[config.mk]
export PLATFORM = sky130hd
export DESIGN_NAME = wcc_ctrl
export DESIGN_NICKNAME = d
export VERILOG_FILES = /design/src/wcc_pkg.sv /design/src/wcc_ctrl.sv /design/src/wcc_spi.sv /design/src/wcc_timer.sv
export SDC_FILE = /design/constraint.sdc
export NUM_CORES = 1
export LEC_CHECK = 0
export BUFFER_PORTS_ARGS = -buffer_cell sky130_fd_sc_hd__buf_2
export CAP_MARGIN = 5
export CORE_MARGIN = 10
export CORE_UTILIZATION = 62
export CTS_CLUSTER_DIAMETER = 50
export DETAILED_ROUTE_END_ITERATION = 8
export GPL_TIMING_DRIVEN = 0
export PLACE_DENSITY = 0.8
export SLEW_MARGIN = 20
export SYNTH_ARGS = -nofsm -noshare
export SYNTH_HDL_FRONTEND = slang
export SYNTH_SLANG_ARGS = --single-unit
[constraint.sdc]
create_clock -name i_clk -period 6.05 [get_ports i_clk]
set_input_delay 1.21 -clock i_clk [delete_from_list [all_inputs] [get_ports i_clk]]
set_output_delay 1.21 -clock i_clk [all_outputs]
set_load 0.02 [all_outputs]
[src/wcc_pkg.sv]
// Constants, codes and lookups shared by the wake and cyclic timer control block.
// Assumes a single 10 MHz system clock.
`default_nettype none

package wcc_pkg;

   // Clock rate and timer tick
   localparam int CLK_KHZ = 10000;
   localparam int TICK_US = 100;
   localparam int TICK_CYCLES = (TICK_US * CLK_KHZ + 999) / 1000;

   // Serial frame: 1 direction bit, 7 address bits, 8 data bits
   localparam int SPI_ADDR_BITS = 8;
   localparam int SPI_FRAME_BITS = 16;

   // Register addresses
   localparam logic [6:0] ADDR_INT_WAKE = 7'h06;
   localparam logic [6:0] ADDR_EXT_WAKE = 7'h07;
   localparam logic [6:0] ADDR_PULL = 7'h08;
   localparam logic [6:0] ADDR_BUS_FAST = 7'h0B;
   localparam logic [6:0] ADDR_TIMER = 7'h0C;

   // Writable bits per register; everything else reads zero
   localparam logic [7:0] MASK_INT_WAKE = 8'h44;
   localparam logic [7:0] MASK_EXT_WAKE = 8'hA1;
   localparam logic [7:0] MASK_PULL = 8'hC3;
   localparam logic [7:0] MASK_BUS_FAST = 8'h10;
   localparam logic [7:0] MASK_TIMER = 8'h7F;

   // Reset values
   localparam logic [7:0] RST_INT_WAKE = 8'h00;
   localparam logic [7:0] RST_EXT_WAKE = 8'h01;
   localparam logic [7:0] RST_PULL = 8'h00;
   localparam logic [7:0] RST_BUS_FAST = 8'h00;
   localparam logic [7:0] RST_TIMER = 8'h00;

   // Field positions
   localparam int B_TIMER_WAKE = 6;
   localparam int B_STOP_WD_OFF = 2;
   localparam int B_INT_GLOBAL = 7;
   localparam int B_SENSE = 5;
   localparam int B_WAKE_EN = 0;
   localparam int B_FAST = 4;
   localparam int B_GPIO_PULL = 6;
   localparam int B_WAKE_PULL = 0;
   localparam int B_ON_TIME = 4;
   localparam int B_PERIOD = 0;

   // Fail-safe pattern x0x0 0001: keep bits 7 and 5, force the rest
   localparam logic [7:0] FAILSAFE_KEEP = 8'hA0;
   localparam logic [7:0] FAILSAFE_SET = 8'h01;

   // On-time codes
   localparam logic [2:0] ON_OFF_LOW = 3'h0;
   localparam logic [2:0] ON_OFF_HIGH = 3'h6;
   localparam logic [2:0] ON_RSVD = 3'h7;

   typedef enum logic [1:0] {
      WCC_T_IDLE = 2'b00,
      WCC_T_ON = 2'b01,
      WCC_T_OFF = 2'b11
   } wcc_tstate_e;

   // On-time in 0.1 ms ticks: 0.1, 0.3, 1.0, 10, 20 ms
   function automatic logic [23:0] wcc_on_ticks(input logic [2:0] code);
      case (code)
         3'h1: wcc_on_ticks = 24'h000001;
         3'h2: wcc_on_ticks = 24'h000003;
         3'h3: wcc_on_ticks = 24'h00000A;
         3'h4: wcc_on_ticks = 24'h000064;
         3'h5: wcc_on_ticks = 24'h0000C8;
         default: wcc_on_ticks = 24'h000000;
      endcase
   endfunction : wcc_on_ticks

   // Period in 0.1 ms ticks: 10 ms up to 1000 s
   function automatic logic [23:0] wcc_per_ticks(input logic [3:0] code);
      case (code)
         4'h0: wcc_per_ticks = 24'h000064;
         4'h1: wcc_per_ticks = 24'h0000C8;
         4'h2: wcc_per_ticks = 24'h0001F4;
         4'h3: wcc_per_ticks = 24'h0003E8;
         4'h4: wcc_per_ticks = 24'h0007D0;
         4'h5: wcc_per_ticks = 24'h001388;
         4'h6: wcc_per_ticks = 24'h002710;
         4'h7: wcc_per_ticks = 24'h004E20;
         4'h8: wcc_per_ticks = 24'h00C350;
         4'h9: wcc_per_ticks = 24'h0186A0;
         4'hA: wcc_per_ticks = 24'h030D40;
         4'hB: wcc_per_ticks = 24'h07A120;
         4'hC: wcc_per_ticks = 24'h0F4240;
         4'hD: wcc_per_ticks = 24'h1E8480;
         4'hE: wcc_per_ticks = 24'h4C4B40;
         default: wcc_per_ticks = 24'h989680;
      endcase
   endfunction : wcc_per_ticks

endpackage : wcc_pkg

`default_nettype wire

[src/wcc_ctrl.sv]
// Wake source and cyclic timer control registers behind the serial port.
// Assumes mode events arrive as one-cycle pulses on i_clk and pin levels
// come already synchronised from the comparators.
`default_nettype none

module wcc_ctrl
   import wcc_pkg::*;
#(
   parameter int TICK_CNT = TICK_CYCLES
) (
   input wire logic i_clk,
   input wire logic i_rst,
   input wire logic i_sclk,
   input wire logic i_csn,
   input wire logic i_sdi,
   output logic o_sdo,
   output logic o_sdo_oe,
   input wire logic i_fail_output,
   input wire logic i_stop_to_normal,
   input wire logic i_failsafe_entry,
   input wire logic i_normal_mode,
   input wire logic i_wake_event,
   input wire logic i_status_event,
   input wire logic i_wake_pin_level,
   input wire logic i_gpio_pin_level,
   input wire logic i_gpio_is_wake,
   output logic o_timer_wake_enable,
   output logic o_stop_watchdog_off_b1,
   output logic o_int_global,
   output logic o_wake_pin_sense_select,
   output logic o_wake_pin_wake_en,
   output logic o_gpio_cfg_ignored,
   output logic o_meas_enable,
   output logic o_wake_pin_level,
   output logic o_gpio_pin_level,
   output logic o_irq_out_n,
   output logic [1:0] o_wake_pin_pull_cfg,
   output logic [1:0] o_gpio_wake_pull_cfg,
   output logic o_bus_fast_mode,
   output logic o_spi_fail,
   output logic o_high_side_out,
   output logic o_timer_wake,
   output logic o_timer_running
);

   logic [7:0] internal_wake_ctrl;
   logic [7:0] external_wake_ctrl;
   logic [7:0] wake_pull_ctrl;
   logic [7:0] bus_fast_mode_ctrl;
   logic [7:0] cyclic_timer_ctrl;
   logic [6:0] addr;
   logic wr_stb;
   logic [7:0] wr_data;
   logic [7:0] rd_data;
   logic timer_cfg_stb;
   logic cycle_start;

   wcc_spi i_wcc_spi (
      .i_clk(i_clk),
      .i_rst(i_rst),
      .i_sclk(i_sclk),
      .i_csn(i_csn),
      .i_sdi(i_sdi),
      .i_rd_data(rd_data),
      .o_sdo(o_sdo),
      .o_sdo_oe(o_sdo_oe),
      .o_addr(addr),
      .o_wr_stb(wr_stb),
      .o_wr_data(wr_data)
   );

   wire sense = external_wake_ctrl[B_SENSE];
   wire wr_int = wr_stb && addr == ADDR_INT_WAKE;
   wire wr_ext = wr_stb && addr == ADDR_EXT_WAKE;
   wire wr_tmr = wr_stb && addr == ADDR_TIMER;
   wire ext_refused = wr_ext && wr_data[B_SENSE] && i_fail_output;
   wire tmr_refused = wr_tmr && wr_data[6:4] == ON_RSVD;

   // Read-back: registers already hold zero in reserved bits
   always_comb begin
      case (addr)
         ADDR_INT_WAKE: rd_data = internal_wake_ctrl;
         ADDR_EXT_WAKE: rd_data = external_wake_ctrl;
         ADDR_PULL: rd_data = wake_pull_ctrl;
         ADDR_BUS_FAST: rd_data = bus_fast_mode_ctrl;
         ADDR_TIMER: rd_data = cyclic_timer_ctrl;
         default: rd_data = 8'h00;
      endcase
   end

   // A software write in the same cycle as the mode change wins,
   // so a freshly written value is never silently lost.
   always_ff @(posedge i_clk or posedge i_rst) begin
      if (i_rst) begin
         internal_wake_ctrl <= RST_INT_WAKE;
      end else if (wr_int) begin
         internal_wake_ctrl <= wr_data & MASK_INT_WAKE;
      end else if (i_stop_to_normal) begin
         internal_wake_ctrl[B_STOP_WD_OFF] <= 1'b0;
      end
   end

   // Fail-safe forcing outranks a write landing in the same cycle
   always_ff @(posedge i_clk or posedge i_rst) begin
      if (i_rst) begin
         external_wake_ctrl <= RST_EXT_WAKE;
      end else if (i_failsafe_entry) begin
         if (!sense) begin
            external_wake_ctrl <= (external_wake_ctrl & FAILSAFE_KEEP) | FAILSAFE_SET;
         end
      end else if (wr_ext && !ext_refused) begin
         external_wake_ctrl <= wr_data & MASK_EXT_WAKE;
      end
   end

   always_ff @(posedge i_clk or posedge i_rst) begin
      if (i_rst) begin
         o_spi_fail <= 1'b0;
      end else begin
         o_spi_fail <= ext_refused;
      end
   end

   always_ff @(posedge i_clk or posedge i_rst) begin
      if (i_rst) begin
         wake_pull_ctrl <= RST_PULL;
         bus_fast_mode_ctrl <= RST_BUS_FAST;
      end else if (wr_stb) begin
         if (addr == ADDR_PULL) wake_pull_ctrl <= wr_data & MASK_PULL;
         if (addr == ADDR_BUS_FAST) bus_fast_mode_ctrl <= wr_data & MASK_BUS_FAST;
      end
   end

   // Reserved on-time code is dropped whole rather than half applied
   always_ff @(posedge i_clk or posedge i_rst) begin
      if (i_rst) begin
         cyclic_timer_ctrl <= RST_TIMER;
         timer_cfg_stb <= 1'b0;
      end else begin
         timer_cfg_stb <= wr_tmr && !tmr_refused;
         if (wr_tmr && !tmr_refused) begin
            cyclic_timer_ctrl <= wr_data & MASK_TIMER;
         end
      end
   end

   wcc_timer #(
      .TICK_CNT(TICK_CNT)
   ) i_wcc_timer (
      .i_clk(i_clk),
      .i_rst(i_rst),
      .i_on_code(cyclic_timer_ctrl[B_ON_TIME +: 3]),
      .i_per_code(cyclic_timer_ctrl[B_PERIOD +: 4]),
      .i_cfg_stb(timer_cfg_stb),
      .o_high_side_out(o_high_side_out),
      .o_cycle_start(cycle_start),
      .o_running(o_timer_running)
   );

   // Outputs derived from registers and mode inputs, all registered
   always_ff @(posedge i_clk or posedge i_rst) begin
      if (i_rst) begin
         o_timer_wake_enable <= 1'b0;
         o_stop_watchdog_off_b1 <= 1'b0;
         o_int_global <= 1'b0;
         o_wake_pin_sense_select <= 1'b0;
         o_wake_pin_wake_en <= 1'b0;
         o_gpio_cfg_ignored <= 1'b0;
         o_meas_enable <= 1'b0;
         o_wake_pin_pull_cfg <= 2'h0;
         o_gpio_wake_pull_cfg <= 2'h0;
         o_bus_fast_mode <= 1'b0;
         o_timer_wake <= 1'b0;
      end else begin
         o_timer_wake_enable <= internal_wake_ctrl[B_TIMER_WAKE];
         o_stop_watchdog_off_b1 <= internal_wake_ctrl[B_STOP_WD_OFF];
         o_int_global <= external_wake_ctrl[B_INT_GLOBAL];
         o_wake_pin_sense_select <= sense;
         o_wake_pin_wake_en <= external_wake_ctrl[B_WAKE_EN] && !sense;
         o_gpio_cfg_ignored <= sense && !i_fail_output;
         o_meas_enable <= sense && i_normal_mode;
         o_wake_pin_pull_cfg <= wake_pull_ctrl[B_WAKE_PULL +: 2];
         o_gpio_wake_pull_cfg <= i_gpio_is_wake ? wake_pull_ctrl[B_GPIO_PULL +: 2] : 2'h0;
         o_bus_fast_mode <= bus_fast_mode_ctrl[B_FAST];
         o_timer_wake <= cycle_start && internal_wake_ctrl[B_TIMER_WAKE];
      end
   end

   // Level status held at zero while the pin senses voltage
   always_ff @(posedge i_clk or posedge i_rst) begin
      if (i_rst) begin
         o_wake_pin_level <= 1'b0;
         o_gpio_pin_level <= 1'b0;
      end else if (sense) begin
         o_wake_pin_level <= 1'b0;
         o_gpio_pin_level <= 1'b0;
      end else begin
         o_wake_pin_level <= i_wake_pin_level;
         o_gpio_pin_level <= i_gpio_pin_level;
      end
   end

   always_ff @(posedge i_clk or posedge i_rst) begin
      if (i_rst) begin
         o_irq_out_n <= 1'b1;
      end else begin
         o_irq_out_n <= !(i_wake_event || (external_wake_ctrl[B_INT_GLOBAL] && i_status_event));
      end
   end
endmodule : wcc_ctrl

`default_nettype wire

[src/wcc_spi.sv]
// Serial register port slave: chip select low frame, data taken on rising clock.
// Assumes the serial clock is at most one eighth of i_clk.
`default_nettype none

module wcc_spi
   import wcc_pkg::*;
(
   input wire logic i_clk,
   input wire logic i_rst,
   input wire logic i_sclk,
   input wire logic i_csn,
   input wire logic i_sdi,
   input wire logic [7:0] i_rd_data,
   output logic o_sdo,
   output logic o_sdo_oe,
   output logic [6:0] o_addr,
   output logic o_wr_stb,
   output logic [7:0] o_wr_data
);

   logic [2:0] sclk_s;
   logic [2:0] csn_s;
   logic [2:0] sdi_s;
   logic sclk_f;
   logic sclk_q;
   logic csn_f;
   logic csn_q;
   logic is_write;
   logic [4:0] cnt;
   logic [15:0] sh;
   logic [6:0] out_sh;

   wire sclk_rise = sclk_f & ~sclk_q;
   wire sclk_fall = ~sclk_f & sclk_q;
   wire csn_rise = csn_f & ~csn_q;

   // Clock and chip select levels count only when the last two stages agree
   always_ff @(posedge i_clk or posedge i_rst) begin
      if (i_rst) begin
         sclk_s <= 3'h0;
         csn_s <= 3'h7;
         sdi_s <= 3'h0;
         sclk_f <= 1'b0;
         csn_f <= 1'b1;
         sclk_q <= 1'b0;
         csn_q <= 1'b1;
      end else begin
         sclk_s <= {sclk_s[1:0], i_sclk};
         csn_s <= {csn_s[1:0], i_csn};
         sdi_s <= {sdi_s[1:0], i_sdi};
         if (sclk_s[1] == sclk_s[2]) sclk_f <= sclk_s[2];
         if (csn_s[1] == csn_s[2]) csn_f <= csn_s[2];
         sclk_q <= sclk_f;
         csn_q <= csn_f;
      end
   end

   always_ff @(posedge i_clk or posedge i_rst) begin
      if (i_rst) begin
         cnt <= 5'h00;
         sh <= 16'h0000;
         o_addr <= 7'h00;
         is_write <= 1'b0;
      end else if (csn_f) begin
         cnt <= 5'h00;
      end else if (sclk_rise) begin
         sh <= {sh[14:0], sdi_s[2]};
         if (cnt != 5'h1F) cnt <= cnt + 5'h01;
         if (cnt == 5'(SPI_ADDR_BITS - 1)) begin
            o_addr <= {sh[5:0], sdi_s[2]};
            is_write <= sh[6];
         end
      end
   end

   // Writes land only at chip select release of a whole frame
   always_ff @(posedge i_clk or posedge i_rst) begin
      if (i_rst) begin
         o_wr_stb <= 1'b0;
         o_wr_data <= 8'h00;
      end else begin
         o_wr_stb <= csn_rise && is_write && cnt == 5'(SPI_FRAME_BITS);
         if (csn_rise) o_wr_data <= sh[7:0];
      end
   end

   always_ff @(posedge i_clk or posedge i_rst) begin
      if (i_rst) begin
         o_sdo <= 1'b0;
         out_sh <= 7'h00;
      end else if (csn_f) begin
         o_sdo <= 1'b0;
         out_sh <= 7'h00;
      end else if (sclk_fall) begin
         if (cnt == 5'(SPI_ADDR_BITS)) begin
            o_sdo <= i_rd_data[7];
            out_sh <= i_rd_data[6:0];
         end else begin
            o_sdo <= out_sh[6];
            out_sh <= {out_sh[5:0], 1'b0};
         end
      end
   end

   assign o_sdo_oe = ~csn_f;

endmodule : wcc_spi

`default_nettype wire

[src/wcc_timer.sv]
// Cyclic timer: drives the high-side output for the on-time of each period.
// Assumes i_cfg_stb pulses whenever a new configuration is written.
`default_nettype none

module wcc_timer
   import wcc_pkg::*;
#(
   parameter int TICK_CNT = TICK_CYCLES
) (
   input wire logic i_clk,
   input wire logic i_rst,
   input wire logic [2:0] i_on_code,
   input wire logic [3:0] i_per_code,
   input wire logic i_cfg_stb,
   output logic o_high_side_out,
   output logic o_cycle_start,
   output logic o_running
);

   wcc_tstate_e state;
   logic [15:0] pre;
   logic [23:0] ptick;

   wire run_code = i_on_code != ON_OFF_LOW && i_on_code != ON_OFF_HIGH && i_on_code != ON_RSVD;
   wire tick = pre == 16'(TICK_CNT - 1);
   wire [23:0] ptick_inc = ptick + 24'h000001;

   // A fresh configuration restarts the cycle at once
   always_ff @(posedge i_clk or posedge i_rst) begin
      if (i_rst) begin
         state <= WCC_T_IDLE;
         pre <= 16'h0000;
         ptick <= 24'h000000;
         o_cycle_start <= 1'b0;
      end else begin
         o_cycle_start <= 1'b0;
         pre <= tick ? 16'h0000 : pre + 16'h0001;
         if (!run_code) begin
            state <= WCC_T_IDLE;
         end else if (state == WCC_T_IDLE || i_cfg_stb) begin
            state <= WCC_T_ON;
            pre <= 16'h0000;
            ptick <= 24'h000000;
            o_cycle_start <= 1'b1;
         end else if (tick) begin
            ptick <= ptick_inc;
            if (ptick_inc == wcc_per_ticks(i_per_code)) begin
               state <= WCC_T_ON;
               ptick <= 24'h000000;
               o_cycle_start <= 1'b1;
            end else if (ptick_inc == wcc_on_ticks(i_on_code)) begin
               state <= WCC_T_OFF;
            end
         end
      end
   end

   always_ff @(posedge i_clk or posedge i_rst) begin
      if (i_rst) begin
         o_high_side_out <= 1'b0;
      end else if (!run_code) begin
         o_high_side_out <= i_on_code == ON_OFF_HIGH;
      end else begin
         o_high_side_out <= state != WCC_T_OFF;
      end
   end

   assign o_running = state != WCC_T_IDLE;
endmodule : wcc_timer

`default_nettype wire

# Word level (Yosys, flattened, before mapping)
# Memory sizes are Yosys's and may differ from the RTL's.
# Cells that the tools add are included.
[op_classes]
n_addsub = 3
eq_ne = 27
muxes = 42
bitwise_logic = 8
n_reduce_logical = 42
[ops]
columns = ["operator", "count"]
rows = [
  ["two-way mux 24 bit", 10],
  ["case mux 8 bit (5 select lines)", 2],
  ["equality test 24 bit", 2],
  ["two-way mux 16 bit", 3],
  ["two-way mux 7 bit", 4],
  ["adder 24 x 1 -> 24 bit (second input constant)", 1],
  ["equality test 7 x 4 -> 1 bit (second input constant)", 3],
  ["logical AND 1 bit", 17],
  ["adder 16 x 1 -> 16 bit (second input constant)", 1],
  ["equality test 16 x 10 -> 1 bit (second input constant)", 1],
  ["two-way mux 8 bit", 2],
  ["AND reduction 2 bit", 8],
  ["two-way mux 5 bit", 3],
  ["equality test 7 x 3 -> 1 bit (second input constant)", 2],
  ["nonzero test 2 bit", 7],
  ["equality test 3 bit (second input constant)", 4],
  ["two-way mux 1 bit", 12],
  ["two-way mux 2 bit", 6],
  ["!= test 3 bit (second input constant)", 3],
  ["equality test 3 x 2 -> 1 bit (second input constant)", 2],
  ["adder 5 x 1 -> 5 bit (second input constant)", 1],
  ["equality test 5 x 3 -> 1 bit (second input constant)", 1],
  ["equality test 5 x 4 -> 1 bit (second input constant)", 1],
  ["equality test 5 bit (second input constant)", 1],
  ["12 further kinds", 25],
]
[totals]
register_bits = 135
romBits = 336
in_bits = 14
out_inout_bits = 21
word_cells = 167
n_memories = 1
[memory_table]
columns = ["memory", "depth", "word_bits", "rd", "rd_ports_with_merged_regs", "wr", "line_no", "rtl"]
rows = [
  ["(name not given)", 16, 21, 1, 0, 0, "wcc_pkg.sv:78", "case (code)"],
]

# Logic depth before layout (Yosys ltp)
# Gate-level depths: netlist (run 1).
[logic_depth]
word_depth = 15
depth_mapped = 13
mapped_depth_nobuf = 11

# By module
# A second synthesis (run 1) with hierarchy kept.
[unflattened]
cells_unflattened = 763
hier_area_um2 = 7522.2
[by_module_without_submodules]
columns = ["module", "instances", "cells_each", "area_per_inst_um2", "seq_area_each_um2"]
rows = [
  ["wcc_timer", 1, 525, 4075.2, 1101.1],
  ["wcc_spi", 1, 131, 1993.2, 1282.5],
  ["wcc_ctrl", 1, 107, 1453.9, 878.3],
]

# Worst setup path after synthesis (run 1)
# No wires, ideal clock.
[synth_path]
path_kind = "register to register"
from = "register cyclic_timer_ctrl[0]"
to = "register i_wcc_timer.ptick[18]"
setup_time_ns = 0.124
t_arrival_ns = 3.391
t_required_ns = 5.926
path_slack_ns = 2.535
stages_incl_launch_ff = 13
path_buffers = 2
synth_period_minus_slack_ns = 3.515
path_cell_list = "dfrtp_1 clkbuf_1 inv_1 ha_1 mux4_2 xnor2_1 xnor2_1 or4_1 or3_1 o31ai_4 buf_6 nor2_1 a211o_1"
[synth_between]
elab_chain_cells = 8
[synth_lines]
columns = ["element", "line_no", "rtl"]
rows = [
  ["start, declared", "wcc_ctrl.sv:50", "logic [7:0] cyclic_timer_ctrl;"],
  ["start signal, assigned", "wcc_ctrl.sv:142", "cyclic_timer_ctrl <= wr_data & MASK_TIMER;"],
  ["memory read (16 x 21 bit)", "-", ""],
  ["two-way mux 24 bit", "wcc_timer.sv:45", "end else if (tick) begin"],
  ["two-way mux 24 bit", "wcc_timer.sv:40", "end else if (state == WCC_T_IDLE || i_cfg_stb) begin"],
  ["two-way mux 24 bit", "wcc_timer.sv:38", "if (!run_code) begin"],
  ["equality test 24 bit", "wcc_timer.sv:47", "if (ptick_inc == wcc_per_ticks(i_per_code)) begin"],
  ["two-way mux 24 bit", "wcc_timer.sv:47", ""],
  ["two-way mux 24 bit", "wcc_timer.sv:45", ""],
  ["two-way mux 24 bit", "wcc_timer.sv:40", ""],
  ["end signal, assigned", "wcc_timer.sv:46", "ptick <= ptick_inc;"],
  ["end, declared", "wcc_timer.sv:22", "logic [23:0] ptick;"],
]
# No other way between the ends. The select of a mux whose other input is x is not followed.
# A chain may end at the register's enable or synchronous reset.

# Worst setup path after layout (run 1)
[layout_path]
from = "register i_wcc_timer.ptick[2]"
to = "register i_wcc_timer.ptick[13]"
[layout_between]
elab_chain_cells = 5
[layout_lines]
columns = ["element", "line_no", "rtl"]
rows = [
  ["adder 24 x 1 -> 24 bit (*)", "wcc_timer.sv:26", "wire [23:0] ptick_inc = ptick + 24'h000001;"],
  ["equality test 24 bit", "wcc_timer.sv:47", ""],
  ["two-way mux 24 bit (*)", "wcc_timer.sv:47", ""],
  ["two-way mux 24 bit (*)", "wcc_timer.sv:45", ""],
  ["two-way mux 24 bit (*)", "wcc_timer.sv:40", ""],
]
# Every way passes the cells marked *; elsewhere a longest branch is shown, timed or not. The select of a mux whose other input is x is not followed.

==> results of run 1 <==
-- cell type report --
class / instances / share of cell area
plain buffers: 40 / 0.0225
clock inverters: 13 / 0.0159
inverters: 17 / 0.00866
flip-flops and latches: 130 / 0.410
repair buffers: 35 / 0.0249
clock buffers: 19 / 0.0570
multi-input cells: 507 / 0.439
well taps: 140 / 0.0220
-- routing by layer --
metal | GRT usage | up-vias
met2 | 0.362 | 246
met5 | 0 | -
met4 | 0.0730 | 0
met3 | 0.0474 | 29
met1 | 0.287 | 2769
li1 | - | 2591
-- registers in the layout (all words and copies together) (netlist names), 2 cells and up --
signal	flops
wake_pull_ctrl	4
i_wcc_timer.state	2
i_wcc_spi.sh	8
i_wcc_spi.cnt	5
i_wcc_spi.o_addr	7
i_wcc_spi.sdi_s	3
i_wcc_spi.csn_s	3
i_wcc_spi.sclk_s	3
o_gpio_wake_pull_cfg	2
internal_wake_ctrl	2
i_wcc_timer.ptick	24
cyclic_timer_ctrl	7
external_wake_ctrl	3
i_wcc_spi.out_sh	7
i_wcc_spi.o_wr_data	8
i_wcc_timer.pre	16
o_wake_pin_pull_cfg	2
-- cell families (layout without fill, tap and decap cells) --
group	Yosys count	count (layout)	synth area share
and+or+nand+nor	268	268	0.202
muxes	45	45	0.0746
AOI/OAI and AO/OA	114	114	0.113
DFF	130	130	0.466
xor gates and xnor gates	63	63	0.0789
buffers and inverters	57	124	0.0347
adders and majority gates	17	17	0.0297
-- power groups by stage --
stage	Clock [mW]	Combinational [mW]	Sequential (mW)
floorplan	0	0.0847	0.982
global placement	0	0.103	1.00
detailed placement	0	0.112	1.01
CTS	1.01	0.113	0.995
global route	1.05	0.126	1.00
finish	1.01	0.111	0.998
-- path summary, 6_finish.rpt --
kind / slack, ps / endpoint / from
worst max-delay path: 1770 / i_wcc_timer.ptick[13] / i_wcc_timer.ptick[2]
worst min-delay path: 360 / i_wcc_spi.sclk_s[1] / i_wcc_spi.sclk_s[0]
worst max register to register: 1770 / i_wcc_timer.ptick[13] / i_wcc_timer.ptick[2]
worst min register to register: 360 / i_wcc_spi.sclk_s[1] / i_wcc_spi.sclk_s[0]
max in group asynchronous: 4490 / o_irq_out_n / i_rst
min in group asynchronous: 790 / i_wcc_spi.sclk_s[0] / i_rst
-- worst max-delay path, delay by kind of cell (launching register included) --
kind,cells,cell delay [ps]
AOI/OAI and AO/OA,2,610
xor gates and xnor gates,1,180
buffers and inverters,2,590
DFF,1,340
and+or+nand+nor,6,2430
-- stage by stage --
step                      instances  hold slack [ps]
after floorplan                 694              331
after global placement          868              333
after detailed placement        869              336
after CTS                       901              360
after global routing            901              364
final                           901              358
-- cells in the final DEF (no fill, tap or decap), drive strengths merged, types with 21 or more instances in the layout --
cell / count
buf: 50
clkbuf: 44
dfrtp: 123
inv: 21
mux2: 37
nand2: 49
nand3: 32
nor2: 62
o21ai: 34
xnor2: 41
xor2: 22
==> results.py, run 1 <==
metrics = {
    "yosys": {
        "async_flop_share": 1.00,
        "synth_top_area_cell": "dfrtp_1",
        "synth_most_common_cell": "dfrtp_1",
        "syn_area_per_cell_um2": 10.1,
        "synth-main-ff-cell": "dfrtp_1",
        "syn-instance-count": 694,
        "seq_area_frac_synth": 0.466,
        "yosysUniqueCellTypes": 63,
        "synth_nets": 723,
        "synth_edf_count": 0,
        "syn_area_um2": 6990,
        "synth_top_cells_by_area": "dfrtp_1 44%, mux2_2 6.0%, xnor2_1 5.1%, nor2_1 3.3%, xor2_1 2.8%",
        "yosys_warnings": 0,
        "ys_ff_latch": 130,
        "synth_top_area_share": 0.440,
        "netlist_top_cells_count": "123 x dfrtp_1, 61 x nor2_1, 49 x nand2_1",
    },
    "critical_path": {
        "cp_data_required_time_ps": 6360,
        "crit_path_top_delay_cell": "nor3_1",
        "end_kind": "flip-flop",
        "crit_chain": "clkbuf_1, nand4_1, nor3_1, nand2_1, xnor2_1, or4_1, or3_1, o31ai_4, nor2_2, buf_2, a22o_1",
        "worstSetupPathType": "reg -> reg",
        "worst_path_largest_cell_delay_ps": 660,
        "worst_setup_path_start_kind": "flip-flop",
        "reg2reg_depth": 11,
        "cp_max_fo": 10,
        "cp.arrival_ps": 4590,
    },
    "grt": {
        "overflow": 0,
        "track_usage": 0.221,
        "grt_pass1_vias": 5578,
        "grt_pass1_wl_um": 28600,
        "antenna_found_initial": 0,
        "grt_max_degree": 89,
    },
    "layout": {
        "num-fill-cells": 802,
        "fin_area_um2": 7950,
        "diodes": 0,
        "utilization": 0.727,
        "multi_input_area_um2": 3490,
        "regArea_um2": 3260,
        "layout-drive-gt1-share": 0.192,
        "nets": 777,
        "syn_to_final_growth_pct": 13.7,
    },
    "die": {
        "start_util": 0.639,
        "die_area_um2": 15900,
        "rows": 38,
        "die_y_um": 126,
        "die_w_um": 126,
        "coreArea_um2": 10900,
        "num_io_pins": 35,
    },
    "power_and_ir_drop": {
        "p_clk_frac": 0.476,
        "p_per_area_nw_per_um2": 266,
        "power.switching_mw": 0.533,
        "comb_power_share": 0.052,
        "p_int_mw": 1.58,
        "finalPower_mw": 2.11,
        "p_leak_nw": 3.53,
        "p_sw_frac": 0.252,
        "seqPwrFrac": 0.472,
        "irDropWorstVdd_uv": 238,
    },
    "sta": {
        "finalWorstSetupSlack_ps": 1770,
        "max_slew_margin": 0.459,
        "max_freq_mhz": 233,
        "tightest_slew_ps": 809,
        "fin_crit_sh": 0.708,
        "final_max_slew_viol_count": 0,
        "rsz0062_at_grt": "no",
        "min_period_ps": 4280,
        "setup_viol": 0,
        "tns_ps": 0,
        "skew_ps": 7.17,
        "finalHoldViolations": 0,
    },
    "placed_design": {
        "hpwl_um": 11900,
        "place_area_um2": 7370,
        "gp_congestion": 0.985,
        "dp_slack_ps": 1880,
        "portBuffers": 34,
    },
    "clock_tree": {
        "post_cts_buffers": 0,
        "cts_resized": 0,
        "cts.sinks": 130,
        "cts_buffers": 17,
        "cts_tree": "built",
        "ctsHoldBuffers": 0,
        "clkLatencyLatePin_ps": 430,
        "clockBufferDepth": 2,
        "htree_levels": 4,
        "clockRootBuffer": "clkbuf_16",
        "path_clk_slew_ps": 60,
    },
    "routing": {
        "wl_met2_um": 8400,
        "avgRoutedWirePerCell_um": 19.3,
        "routed.top_layer": "met4",
        "met3WireLength_um": 1400,
        "drt_iter0_drc": 634,
        "vias_per_cell": 6.25,
        "ant_nets": 0,
        "met1_length_um": 7320,
        "dr.pass1.iters": 8,
        "vias": 5635,
        "wl_um": 17400,
        "route.detailed.drc": 0,
    },
    "outcome": {
        "status": "finished clean",
    },
    "hold_path": {
        "hold_class": "reg -> reg",
        "whs_path_depth": 0,
    },
    "job": {
        "drv_cap": 0,
    },
}
(Power assumes the default switching activity.)
==> inputs of run 2 (changes only) <==
==> constraint.sdc (replaced) <==
create_clock -name i_clk -period 4 [get_ports i_clk]
set_input_delay 0.8 -clock i_clk [delete_from_list [all_inputs] [get_ports i_clk]]
set_output_delay 0.8 -clock i_clk [all_outputs]
set_load 0.02 [all_outputs]
==> run 2 against run 1 <==
  * Total power rose by 58%
  * Highest routed layer unchanged
  * Routed wire length rose by 0.25%
  * Largest power group unchanged
  * Global-route usage rose by 0.27 points
  * Via count fell by 0.28%
==> results.py, run 2 (same netlist as run 1, synthesis figures left out) <==
metrics = {
    "outcome": {
        "status": "finished clean",
    },
    "clock_tree": {
        "htree_levels": 4,
        "cts.sinks": 130,
        "cts_buffers": 17,
        "cts_tree": "built",
        "ctsHoldBuffers": 0,
        "clockRootBuffer": "clkbuf_16",
        "path_clk_slew_ps": 60,
        "clockBufferDepth": 2,
        "clkLatencyLatePin_ps": 420,
    },
    "grt": {
        "grt_max_degree": 31,
        "grt_pass1_wl_um": 29300,
        "grt_pass1_vias": 5696,
        "use_met1": 0.284,
        "track_usage": 0.224,
        "grt_util_met3": 0.0537,
        "overflow": 0,
        "antenna_found_initial": 0,
        "grt-busiest-layer": "met2",
        "grt_util_met2": 0.365,
    },
    "critical_path": {
        "reg2reg_depth": 13,
        "cp_data_required_time_ps": 4310,
        "worstSetupPathType": "reg -> reg",
        "worstReg2RegEnd": "i_wcc_timer.ptick[8]",
        "end_kind": "flip-flop",
        "r2r_slack_ps": 80,
        "cp.arrival_ps": 4230,
        "worst_setup_path_start_kind": "flip-flop",
        "r2r_start": "cyclic_timer_ctrl[0]",
        "cp_max_fo": 10,
    },
    "routing": {
        "ant_nets": 0,
        "vias_per_cell": 6.20,
        "route.detailed.drc": 0,
        "avgRoutedWirePerCell_um": 19.2,
        "dr.pass1.iters": 6,
        "vias": 5619,
        "wl_um": 17400,
        "drt_iter0_drc": 566,
    },
    "hold_path": {
        "worstHoldStart": "i_wcc_spi.sdi_s[0]",
        "hold_class": "reg -> reg",
        "holdPathEnd": "i_wcc_spi.sdi_s[1]",
        "whs_path_depth": 0,
    },
    "sta": {
        "finalWorstSetupSlack_ps": 78.8,
        "final_max_slew_viol_count": 0,
        "max_slew_margin": 0.455,
        "fin_crit_sh": 0.980,
        "tightest_slew_ps": 814,
        "setup_viol": 0,
        "min_period_ps": 3920,
        "max_freq_mhz": 255,
        "skew_ps": 5.74,
        "finalHoldViolations": 0,
    },
    "layout": {
        "fin_cells": 906,
        "largest_register_ffs": 24,
        "final_cell_mix": "122 x dfrtp_1, 61 x nor2_1, 49 x nand2_1",
        "num-fill-cells": 759,
        "top_regs": "i_wcc_timer.ptick (24), i_wcc_timer.pre (16)",
        "nets": 782,
        "final_common_cell": "dfrtp_1",
        "layout-drive-gt1-share": 0.201,
        "syn_to_final_growth_pct": 15.8,
        "top_register": "i_wcc_timer.ptick",
        "diodes": 0,
    },
    "power_and_ir_drop": {
        "p_leak_nw": 3.61,
        "p_per_area_nw_per_um2": 411,
        "irDropWorstVdd_uv": 387,
    },
    "job": {
        "drv_cap": 0,
    },
    "die": {
        "rows": 38,
        "die_y_um": 126,
        "die_w_um": 126,
        "num_io_pins": 35,
        "die_area_um2": 15900,
        "coreArea_um2": 10900,
        "start_util": 0.639,
    },
    "placed_design": {
        "portBuffers": 34,
        "dpl.cell_count": 872,
        "gp_congestion": 0.923,
        "hpwl_um": 12200,
        "dp_slack_ps": -184,
    },
}
[run 2: cell type report]
| type | count | area (um^2) | area share |
|---|---|---|---|
| well taps | 140 | 175 | 0.0216 |
| flip-flops and latches | 130 | 3260 | 0.403 |
| repair buffers | 40 | 273 | 0.0337 |
| clock buffers | 20 | 437 | 0.0539 |
| clock inverters | 12 | 179 | 0.0221 |
| multi-input cells | 507 | 3510 | 0.434 |
| plain buffers | 40 | 189 | 0.0233 |
| inverters | 17 | 67.6 | 0.00834 |
[run 2: report_power, final]
group	internal [mW]	switching (mW)
Combinational	0.0932	0.0870
Sequential	1.41	0.100
Clock	1.05	0.596
Total	2.55	0.783
[run 2: how the worst max path moves through the flow]
| stage | startpoint | endpoint | slack [ps] | cells past startpoint |
|---|---|---|---|---|
| floorplan | cyclic_timer_ctrl[0] | i_wcc_timer.ptick[18] | 480 | 12 |
| global placement | cyclic_timer_ctrl[0] | i_wcc_timer.ptick[4] | -110 | 12 |
| detailed placement | cyclic_timer_ctrl[0] | i_wcc_timer.ptick[22] | -180 | 12 |
| CTS | cyclic_timer_ctrl[0] | i_wcc_timer.ptick[4] | 10 | 12 |
| global route | cyclic_timer_ctrl[0] | i_wcc_timer.ptick[4] | -4 | 13 |
| finish | cyclic_timer_ctrl[0] | i_wcc_timer.ptick[8] | 80 | 13 |
[run 2: metrics by stage]
stage | TNS (ps) | utilization | total power, mW | area, um^2 | hold slack (ps)
after detailed placement | -2340 | 0.679 | 1.70 | 7430 | 336
after CTS | 0 | 0.737 | 3.35 | 8060 | 349
after global placement | -1010 | 0.671 | 1.67 | 7340 | 334
after floorplan | 0 | - | 1.61 | 7000 | 331
after global routing | -5.35 | 0.741 | 3.44 | 8100 | 354
final | 0 | 0.741 | 3.33 | 8100 | 347
[run 2: critical path: stages, from the launching register on]
cell      delay (ps)
dfrtp_2          440
clkbuf_4         190
inv_1            180
ha_1             260
mux2_2           270
a22oi_2          200
xor2_1           200
xnor2_1           80
or4_1            560
or3_1            460
o31ai_4          360
nor2_2           140
buf_4            230
a22o_1           220
[run 2: layer usage]
metal / wire [um] / part of all wire / vias to the layer above
met5: 0 / 0 / -
met4: 352 / 0.020 / 0
met3: 1360 / 0.078 / 33
met2: 8620 / 0.49 / 240
met1: 7110 / 0.41 / 2752
li1: - / - / 2594
[run 2: repair_timing]
item | in CTS | in global routing
pin swaps | 1 | 3
resized for setup | 4 | 7
setup endpoints to repair | 19 | 24
setup buffers | 1 | 1
